`src/bert_pkg.sv`:
```
// Register map, field layouts and fixed counts of the BERT control block.
// Assumes a byte-wide register port and one 25 MHz system clock.
package bert_pkg;

  // Register offsets on the byte port.
  localparam logic [7:0] ADDR_STATUS  = 8'h26;
  localparam logic [7:0] ADDR_MASK    = 8'h27;
  localparam logic [7:0] ADDR_WORDCNT = 8'hDB;
  localparam logic [7:0] ADDR_CTL_ONE = 8'hE0;
  localparam logic [7:0] ADDR_CTL_TWO = 8'hE1;
  localparam logic [7:0] RST_BYTE     = 8'h00;

  // Pattern selections and bit counts.
  localparam logic [2:0] SEL_REPEAT = 3'h4;
  localparam logic [2:0] SEL_ALT    = 3'h5;
  localparam logic [5:0] LEN_BASE   = 6'h11;
  localparam logic [5:0] ALT_BITS   = 6'h10;
  localparam logic [5:0] FULL_BITS  = 6'h20;
  localparam logic [5:0] SYNC_BITS  = 6'h20;
  localparam logic [5:0] RUN_BITS   = 6'h20;
  localparam logic [2:0] LOS_ERRS   = 3'h6;

  // Status bit positions; the first four are conditions.
  localparam int FLG_SYNC  = 0;
  localparam int FLG_LOST  = 1;
  localparam int FLG_ECNT  = 4;
  localparam int FLG_BCNT  = 5;
  localparam int FLG_BERR  = 6;
  localparam logic [3:0] COND_RST = 4'h2;

  // Bits between automatic errors, per rate code.
  localparam logic [23:0] RATE_PERIOD [8] = '{
    24'h000000, 24'h00000A, 24'h000064, 24'h0003E8,
    24'h002710, 24'h0186A0, 24'h0F4240, 24'h989680};

  typedef struct packed {
    logic       load;
    logic       tx_inv;
    logic       rx_inv;
    logic [2:0] sel;
    logic       lc;
    logic       resync;
  } ctl_one_t;

  typedef struct packed {
    logic [2:0] rate;
    logic       single;
    logic [3:0] len;
  } ctl_two_t;

endpackage

```
`src/bert_rise.sv`:
```
// Rising-edge detector for write-triggered control bits.
// Assumes the old value is the stored register before the write.
module bert_rise #(
  parameter int W = 1
) (
  input  wire logic         i_clk_sys,
  input  wire logic         i_rst,
  input  wire logic         i_wr,
  input  wire logic [W-1:0] i_old,
  input  wire logic [W-1:0] i_new,
  output logic      [W-1:0] o_pulse
);

  logic [W-1:0] pulse_next;

  // Only a written zero-to-one change makes a one-clock pulse.
  assign pulse_next = i_wr ? (i_new & ~i_old) : '0;

  always_ff @(posedge i_clk_sys) begin
    if (i_rst) o_pulse <= '0;
    else o_pulse <= pulse_next;
  end
endmodule

```
`src/bert_fifo.sv`:
```
// Flip-flop FIFO with valid and ready on both sides.
// Assumes one clock; depth must be a power of two.
module bert_fifo #(
  parameter int W     = 1,
  parameter int DEPTH = 32
) (
  input  wire logic         i_clk_sys,
  input  wire logic         i_rst,
  input  wire logic         i_in_valid,
  input  wire logic [W-1:0] i_in_data,
  output logic              o_in_ready,
  output logic              o_out_valid,
  output logic      [W-1:0] o_out_data,
  input  wire logic         i_out_ready
);

  localparam int AW = $clog2(DEPTH);

  generate
    if (DEPTH < 2 || (1 << AW) != DEPTH || W < 1) begin : g_bad
      $error("FIFO depth must be a power of two, width at least one.");
    end
  endgenerate

  logic [W-1:0] mem_reg [DEPTH];
  logic [AW:0]  wr_ptr_reg;
  logic [AW:0]  rd_ptr_reg;
  logic         push;
  logic         pop;

  // Full when pointers differ only in the wrap bit.
  assign o_in_ready  = (wr_ptr_reg ^ rd_ptr_reg) != {1'b1, {AW{1'b0}}};
  assign o_out_valid = wr_ptr_reg != rd_ptr_reg;
  assign push        = i_in_valid & o_in_ready;
  assign pop         = o_out_valid & i_out_ready;
  assign o_out_data  = mem_reg[rd_ptr_reg[AW-1:0]];

  always_ff @(posedge i_clk_sys) begin
    if (push) mem_reg[wr_ptr_reg[AW-1:0]] <= i_in_data;
  end

  always_ff @(posedge i_clk_sys) begin
    if (i_rst) begin
      wr_ptr_reg <= '0;
      rd_ptr_reg <= '0;
    end else begin
      wr_ptr_reg <= wr_ptr_reg + (AW+1)'(push);
      rd_ptr_reg <= rd_ptr_reg + (AW+1)'(pop);
    end
  end
endmodule

```
`src/bert_ctrl.sv`:
```
// BERT generator, detector and status block behind the byte port.
// Assumes rx bits and tx ready come from logic on the system clock.
module bert_ctrl #(
  parameter int FIFO_DEPTH = 32
) (
  input  wire logic        i_clk_sys,
  input  wire logic        i_rst,
  input  wire logic [7:0]  i_addr,
  input  wire logic [7:0]  i_wdata,
  input  wire logic        i_wr_stb,
  input  wire logic        i_rd_stb,
  output logic      [7:0]  o_rdata,
  input  wire logic [31:0] i_pattern,
  output logic             o_tx_valid,
  output logic             o_tx_bit,
  input  wire logic        i_tx_ready,
  input  wire logic        i_rx_valid,
  input  wire logic        i_rx_bit,
  output logic             o_rx_in_sync,
  output logic             o_int_req
);

  bert_pkg::ctl_one_t ctl1_reg;
  bert_pkg::ctl_two_t ctl2_reg;
  logic [7:0]  mask_reg;
  logic [7:0]  wcnt_reg;
  logic [6:0]  flags_reg;
  logic [6:0]  pend_reg;
  logic [3:0]  cond_prev_reg;
  logic [31:0] gen_word_reg;
  logic [4:0]  gen_idx_reg;
  logic        gen_on_reg;
  logic        alt_sel_reg;
  logic [7:0]  alt_rep_reg;
  logic        err_pend_reg;
  logic [23:0] rate_cnt_reg;
  logic [31:0] hist_reg;
  logic        sync_reg;
  logic [5:0]  match_reg;
  logic [2:0]  errs_reg;
  logic [5:0]  zeros_reg;
  logic [5:0]  ones_reg;
  logic [31:0] bit_cnt_reg;
  logic [23:0] err_cnt_reg;
  logic        fifo_ready;

  // Register port decode.
  wire wr_ctl1   = i_wr_stb && i_addr == bert_pkg::ADDR_CTL_ONE;
  wire wr_ctl2   = i_wr_stb && i_addr == bert_pkg::ADDR_CTL_TWO;
  wire wr_mask   = i_wr_stb && i_addr == bert_pkg::ADDR_MASK;
  wire wr_wcnt   = i_wr_stb && i_addr == bert_pkg::ADDR_WORDCNT;
  wire rd_status = i_rd_stb && i_addr == bert_pkg::ADDR_STATUS;

  // Read data mux; unmapped offsets read as zero.
  wire [7:0] rd_mux =
    (i_addr == bert_pkg::ADDR_STATUS)  ? {1'b0, flags_reg} :
    (i_addr == bert_pkg::ADDR_MASK)    ? {1'b0, mask_reg[6:0]} :
    (i_addr == bert_pkg::ADDR_WORDCNT) ? wcnt_reg :
    (i_addr == bert_pkg::ADDR_CTL_ONE) ? 8'(ctl1_reg) :
    (i_addr == bert_pkg::ADDR_CTL_TWO) ? 8'(ctl2_reg) : 8'h00;

  // Writes and registered read data.
  always_ff @(posedge i_clk_sys) begin
    if (i_rst) begin
      ctl1_reg <= bert_pkg::ctl_one_t'(bert_pkg::RST_BYTE);
      ctl2_reg <= bert_pkg::ctl_two_t'(bert_pkg::RST_BYTE);
      mask_reg <= bert_pkg::RST_BYTE;
      wcnt_reg <= bert_pkg::RST_BYTE;
      o_rdata  <= bert_pkg::RST_BYTE;
    end else begin
      if (wr_ctl1) ctl1_reg <= bert_pkg::ctl_one_t'(i_wdata);
      if (wr_ctl2) ctl2_reg <= bert_pkg::ctl_two_t'(i_wdata);
      if (wr_mask) mask_reg <= i_wdata;
      if (wr_wcnt) wcnt_reg <= i_wdata;
      if (i_rd_stb) o_rdata <= rd_mux;
    end
  end

  // Write-triggered action pulses.
  logic [1:0] ctl1_pulse;
  logic       single_pulse;
  wire        load_pulse   = ctl1_pulse[1];
  wire        resync_pulse = ctl1_pulse[0];

  bert_rise #(.W(2)) u_rise_one (
    .i_clk_sys (i_clk_sys),
    .i_rst     (i_rst),
    .i_wr      (wr_ctl1),
    .i_old     ({ctl1_reg.load, ctl1_reg.resync}),
    .i_new     ({i_wdata[7], i_wdata[0]}),
    .o_pulse   (ctl1_pulse)
  );

  bert_rise #(.W(1)) u_rise_two (
    .i_clk_sys (i_clk_sys),
    .i_rst     (i_rst),
    .i_wr      (wr_ctl2),
    .i_old     (ctl2_reg.single),
    .i_new     (i_wdata[4]),
    .o_pulse   (single_pulse)
  );

  // Pattern length: repeating uses the code, pseudorandom ignores it.
  wire is_rep = ctl1_reg.sel == bert_pkg::SEL_REPEAT;
  wire is_alt = ctl1_reg.sel == bert_pkg::SEL_ALT;
  wire [5:0] rep_len = bert_pkg::LEN_BASE + {2'b00, ctl2_reg.len};
  wire [5:0] len_bits = is_rep ? rep_len :
    is_alt ? bert_pkg::ALT_BITS : bert_pkg::FULL_BITS;
  wire [4:0] last_idx = 5'(len_bits - 6'h01);

  // Generator tap, error insertion and inversion.
  wire       gen_step = gen_on_reg & fifo_ready;
  wire       gen_last = gen_idx_reg == last_idx;
  wire [4:0] gen_tap  = is_alt ? {alt_sel_reg, gen_idx_reg[3:0]}
                               : gen_idx_reg;
  wire [23:0] period  = bert_pkg::RATE_PERIOD[ctl2_reg.rate];
  wire rate_hit = ctl2_reg.rate != 3'h0 &&
                  rate_cnt_reg == 24'(period - 24'h000001);
  wire err_now  = err_pend_reg | rate_hit;
  wire gen_bit  = gen_word_reg[gen_tap] ^ err_now ^ ctl1_reg.tx_inv;

  // Generator sequencing.
  always_ff @(posedge i_clk_sys) begin
    if (i_rst) begin
      gen_on_reg   <= 1'b0;
      gen_word_reg <= '0;
      gen_idx_reg  <= '0;
      alt_sel_reg  <= 1'b0;
      alt_rep_reg  <= '0;
    end else if (load_pulse) begin
      gen_on_reg   <= 1'b1;
      gen_word_reg <= i_pattern;
      gen_idx_reg  <= '0;
      alt_sel_reg  <= 1'b0;
      alt_rep_reg  <= 8'(wcnt_reg - 8'h01);
    end else if (gen_step) begin
      gen_idx_reg <= gen_last ? 5'h00 : 5'(gen_idx_reg + 5'h01);
      if (gen_last && is_alt) begin
        alt_sel_reg <= alt_sel_reg ^ (alt_rep_reg == 8'h00);
        alt_rep_reg <= (alt_rep_reg == 8'h00)
                     ? 8'(wcnt_reg - 8'h01) : 8'(alt_rep_reg - 8'h01);
      end
    end
  end

  // Error pending and rate counter; a new request wins over the use.
  always_ff @(posedge i_clk_sys) begin
    if (i_rst) begin
      err_pend_reg <= 1'b0;
      rate_cnt_reg <= '0;
    end else begin
      err_pend_reg <= single_pulse | (err_pend_reg & ~gen_step);
      if (ctl2_reg.rate == 3'h0 || (gen_step && rate_hit))
        rate_cnt_reg <= '0;
      else if (gen_step)
        rate_cnt_reg <= 24'(rate_cnt_reg + 24'h000001);
    end
  end

  // Outgoing bits wait in the FIFO; a full FIFO stalls the generator.
  bert_fifo #(.W(1), .DEPTH(FIFO_DEPTH)) u_tx_fifo (
    .i_clk_sys   (i_clk_sys),
    .i_rst       (i_rst),
    .i_in_valid  (gen_on_reg),
    .i_in_data   (gen_bit),
    .o_in_ready  (fifo_ready),
    .o_out_valid (o_tx_valid),
    .o_out_data  (o_tx_bit),
    .i_out_ready (i_tx_ready)
  );

  // Detector: in sync the history flywheels on its own prediction.
  wire rx_bit   = i_rx_bit ^ ctl1_reg.rx_inv;
  wire expect_b = hist_reg[last_idx];
  wire miss     = rx_bit != expect_b;
  wire gain     = !sync_reg && !miss &&
                  match_reg == 6'(bert_pkg::SYNC_BITS - 6'h01);
  wire drop     = sync_reg && miss && errs_reg == 3'(bert_pkg::LOS_ERRS - 3'h1);
  wire go_sync  = i_rx_valid && gain && !resync_pulse;
  wire search_start = resync_pulse || (i_rx_valid && drop);
  wire counting = i_rx_valid && sync_reg;

  always_ff @(posedge i_clk_sys) begin
    if (i_rst) begin
      hist_reg  <= '0;
      sync_reg  <= 1'b0;
      match_reg <= '0;
      errs_reg  <= '0;
    end else if (search_start) begin
      sync_reg  <= 1'b0;
      match_reg <= '0;
      errs_reg  <= '0;
      if (i_rx_valid) hist_reg <= {hist_reg[30:0], rx_bit};
    end else if (i_rx_valid) begin
      hist_reg <= {hist_reg[30:0], sync_reg ? expect_b : rx_bit};
      if (go_sync) sync_reg <= 1'b1;
      if (miss && !sync_reg) match_reg <= '0;
      else if (match_reg == bert_pkg::SYNC_BITS - 6'h01) match_reg <= '0;
      else if (!miss) match_reg <= 6'(match_reg + 6'h01);
      if (sync_reg && miss) errs_reg <= 3'(errs_reg + 3'h1);
      else if (sync_reg && match_reg == 6'h1F) errs_reg <= '0;
    end
  end

  // Runs of equal bits, saturating at the latch count.
  always_ff @(posedge i_clk_sys) begin
    if (i_rst) begin
      zeros_reg <= '0;
      ones_reg  <= '0;
    end else if (i_rx_valid) begin
      if (rx_bit) zeros_reg <= '0;
      else if (zeros_reg != bert_pkg::RUN_BITS)
        zeros_reg <= 6'(zeros_reg + 6'h01);
      if (!rx_bit) ones_reg <= '0;
      else if (ones_reg != bert_pkg::RUN_BITS)
        ones_reg <= 6'(ones_reg + 6'h01);
    end
  end

  // Bit and error counters run only in sync and saturate.
  wire bcnt_ovf = counting && bit_cnt_reg == 32'hFFFFFFFE;
  wire ecnt_ovf = counting && miss && err_cnt_reg == 24'hFFFFFE;

  always_ff @(posedge i_clk_sys) begin
    if (i_rst) begin
      bit_cnt_reg <= '0;
      err_cnt_reg <= '0;
    end else begin
      if (counting && bit_cnt_reg != 32'hFFFFFFFF)
        bit_cnt_reg <= 32'(bit_cnt_reg + 32'h00000001);
      if (counting && miss && err_cnt_reg != 24'hFFFFFF)
        err_cnt_reg <= 24'(err_cnt_reg + 24'h000001);
    end
  end

  // Status: conditions clear on read only once gone; set wins over read.
  wire [3:0] cond  = {ones_reg == bert_pkg::RUN_BITS,
                      zeros_reg == bert_pkg::RUN_BITS,
                      !sync_reg, sync_reg};
  wire [6:0] set_v = {counting && miss, bcnt_ovf, ecnt_ovf,
                      cond[3], cond[2], search_start, cond[0]};
  wire [6:0] hold  = {3'b000, cond};
  wire [6:0] ev    = {set_v[6:4], cond ^ cond_prev_reg};

  always_ff @(posedge i_clk_sys) begin
    if (i_rst) begin
      flags_reg     <= '0;
      pend_reg      <= '0;
      cond_prev_reg <= bert_pkg::COND_RST;
    end else begin
      flags_reg <= set_v | (flags_reg & ~({7{rd_status}} & ~hold));
      pend_reg  <= ev | (pend_reg & ~{7{rd_status}});
      cond_prev_reg <= cond;
    end
  end

  // Interrupt request gated by the mask bits.
  assign o_int_req    = |(pend_reg & mask_reg[6:0]);
  assign o_rx_in_sync = sync_reg;
endmodule

```
`config.mk`:
```
export PLATFORM = sky130hd
export DESIGN_NAME = bert_ctrl
export DESIGN_NICKNAME = d
export VERILOG_FILES = /design/src/bert_pkg.sv /design/src/bert_rise.sv /design/src/bert_fifo.sv /design/src/bert_ctrl.sv
export SDC_FILE = /design/constraint.sdc
export NUM_CORES = 1
export LEC_CHECK = 0
export BUFFER_PORTS_ARGS = -buffer_cell sky130_fd_sc_hd__buf_2
export CAP_MARGIN = 40
export CORE_ASPECT_RATIO = 0.7
export CORE_UTILIZATION = 60
export CTS_BUF_LIST = sky130_fd_sc_hd__clkbuf_16
export CTS_CLUSTER_DIAMETER = 50
export DETAILED_ROUTE_END_ITERATION = 10
export PLACE_DENSITY = 0.88
export SLEW_MARGIN = 20
export SYNTH_ARGS = -nofsm -noshare
export SYNTH_HDL_FRONTEND = slang
export SYNTH_SLANG_ARGS = --single-unit
```
`constraint.sdc`:
```
create_clock -name i_clk_sys -period 5.5 [get_ports i_clk_sys]
set_input_delay 0.825 -clock i_clk_sys [delete_from_list [all_inputs] [get_ports i_clk_sys]]
set_output_delay 0.825 -clock i_clk_sys [all_outputs]
set_load 0.005 [all_outputs]
```
==> metrics.yaml <==
routing:
  vias: 11700
  wirelength_mm: 33.1
  antenna_left: 0
  wl_per_cell_um: 17.3
  drtIter0Drc: 1285
  drcViolationCount: 0
  via_per_inst: 6.11
  firstDrtPassIters: 5
power:
  total_power_mw: 4.16
  combPwrFrac: 0.029
  leakage_nw: 5.51
  power_density_mw_per_mm2: 268
  internal_power_mw: 3.25
  p_sw_frac: 0.219
  power_switching_mw: 0.910
  pwr-share-seq: 0.509
  clkPwrFrac: 0.462
  vdd_drop_max_mv: 0.278
yosys:
  syn_nets: 1640
  synth_edf_count: 32
  synth_cells: 1555
  yosysTopAreaCell: "dfxtp_1"
  synth_area_leaders: "dfxtp_1 (36%), edfxtp_1 (6.9%), nor2_1 (6.5%)"
  synth.distinct_cells: 73
  synth-seq-area-share: 0.432
  synthArstFlopShare: 0
  netlist_area_mm2: 0.0140
  synthFlopType: "dfxtp_1"
  synth_top_area_frac: 0.363
  yosysWarnings: 0
  synth-seq-cells: 286
  synth_area_per_cell_um2: 9.00
worst_hold_path:
  hp-class: "flop to flop"
clocking:
  cts_max_level: 1
  clkLatencyLatePin_ns: 0.56
  cts_resized: 0
  cts_made_buffers: 28
  cts_sinks: 286
  cts_max_path_buffers: 3
  path_clk_slew_ns: 0.06
  cts_hold_buf: 0
  cts_tree: "done"
  post_cts_buffers: 0
  ctsRootBufferMaster: "clkbuf_16"
cells_and_area:
  layout.nets: 1668
  seqCellArea_mm2: 0.00605
  multiInputGateArea_mm2: 0.00752
  drive_gt1_frac: 0.114
  diodes: 0
  syn_to_final_growth_pct: 10.6
  nFillCells: 1708
floorplan:
  start_util: 0.614
  pin_count: 67
  die_h_um: 130
  coreArea_mm2: 0.0228
  num_rows: 46
  die-area_mm2: 0.0240
  die_w_um: 185
timing:
  max_slew_margin: 0.438
  layout_min_cycle_time_ns: 4.37
  fin_crit_sh: 0.794
  holdWs_ns: 0.453
  finalSetupViolCount: 0
  setup_tns_ns: 0
  rsz0062_at_grt: "false"
  max_freq_mhz: 229
  clock_skew_ns: 0.0220
  hold_violations: 0
  drv_slew: 0
  worstMarginPinSlew_ns: 0.843
place:
  gp_congestion: 0.922
  port_buffers: 66
  post-dp-hpwl_mm: 22.3
setup_path:
  path_class: "flop to flop"
  critPathArrivalTime_ns: 4.82
  critPathCaptureType: "flop"
  worst-path-max-fanout: 45
  startpoint_type: "flop"
  critPathRequiredTime_ns: 5.95
status:
  status: "finished clean"
global_route:
  grt_pass1_vias: 11000
  grt_max_degree: 80
  grt_pass1_wl_mm: 54.0
  track_usage: 0.276
  grt-ovfl-total: 0
  antenna_found_initial: 0
job:
  maxCapViolCount: 0
## logic make-up after synthesis
family,after synthesis,share of synthesized area
xor+xnor,110,0.0693
flops,286,0.432
buf+inv,118,0.0324
simple gates,659,0.224
mux,121,0.113
fa+ha+maj,30,0.0268
compound gates,231,0.103
## synth_stat cells (all sizes together), types with 10 or more instances
cell    instances
xor2           68
nand2b         10
nand3          80
a211oi         10
and3           26
dfxtp         254
buf            13
edfxtp         32
nand4          25
or3            20
mux2i          84
nand3b         10
nor3           31
nor4           16
mux4           28
inv            33
ha             30
nand2         137
o31ai          12
nor2          244
xnor2          42
o21ai          46
a31oi          10
nor2b          18
a21oi          97
clkbuf         71
## path summary, 6_finish.rpt
path | startpoint | endpoint | slack (ns) | cells after the start
worst max-delay path | ctl1_reg[4] | err_cnt_reg[3] | 1.13 | 12
worst min-delay path | flags_reg[0] | flags_reg[0] | 0.45 | 2
worst max register to register | ctl1_reg[4] | err_cnt_reg[3] | 1.13 | 12
worst min register to register | flags_reg[0] | flags_reg[0] | 0.45 | 2
## placed cells by master, fill, tap and decap left out, drive strengths merged, types with 4 or more instances in the layout
master | netlist | final
dfxtp | 254 | 254
nor2 | 244 | 244
nand2 | 137 | 137
a21oi | 97 | 97
mux2i | 84 | 84
buf | 13 | 82
nand3 | 80 | 80
xor2 | 68 | 68
o21ai | 46 | 46
xnor2 | 42 | 42
inv | 33 | 37
edfxtp | 32 | 32
nor3 | 31 | 31
ha | 30 | 30
clkbuf | 71 | 29
mux4 | 28 | 28
and3 | 26 | 26
nand4 | 25 | 25
or3 | 20 | 20
nor2b | 18 | 18
nor4 | 16 | 16
o31ai | 12 | 12
clkinv | 1 | 11
nand3b | 10 | 10
a31oi | 10 | 10
nand2b | 10 | 10
a211oi | 10 | 10
mux2 | 9 | 9
or4 | 9 | 9
o211ai | 9 | 9
and2 | 8 | 8
a21o | 7 | 7
a221oi | 7 | 7
o41ai | 5 | 5
and4 | 5 | 5
nor4b | 5 | 5
nor3b | 4 | 4
a21bo | 4 | 4
## through the flow
step                      utilization  area, um^2  worst slack [ns]  std cells
after floorplan                     -       14000              1.32       1555
after global placement          0.636       14500              1.53       1859
after detailed placement        0.638       14500              1.22       1863
after CTS                       0.678       15500              1.13       1912
after global routing            0.680       15500             0.940       1914
final                           0.680       15500              1.13       1914
## power groups by stage
| stage | Combinational (mW) | Sequential, mW | Clock, mW |
|---|---|---|---|
| after CTS | 0.120 | 2.12 | 1.94 |
| after detailed placement | 0.119 | 2.16 | 0 |
| after global placement | 0.112 | 2.16 | 0 |
| final | 0.122 | 2.12 | 1.92 |
| after floorplan | 0.0716 | 2.16 | 0 |
| after global routing | 0.132 | 2.12 | 2.01 |
## critical path: stages, from the launching register on
cell and delay [ns]:
dfxtp_1 0.36, nor2b_2 0.20, nand2b_1 0.14, nor2_4 0.34, inv_1 0.09, ha_1 0.51
mux4_4 0.49, a2111oi_0 0.60, nor4_2 0.19, xnor2_2 0.17, buf_4 0.29, nor4_1 0.49
mux2_2 0.39
## layout make-up
| type | count | area share |
|---|---|---|
| repair buffers | 82 | 0.0316 |
| multi-input cells | 1151 | 0.486 |
| flip-flops and latches | 286 | 0.390 |
| inverters | 34 | 0.00824 |
| clock inverters | 20 | 0.0122 |
| clock buffers | 29 | 0.0468 |
| well taps | 312 | 0.0252 |
## metal layers
metal / up-vias / share of wire / global-route usage
li1: 5564 / - / -
met1: 5586 / 0.44 / 0.382
met2: 485 / 0.45 / 0.435
met3: 62 / 0.084 / 0.0561
met4: 0 / 0.020 / 0.0853
met5: - / 0 / 0
(Power assumes the default switching activity.)
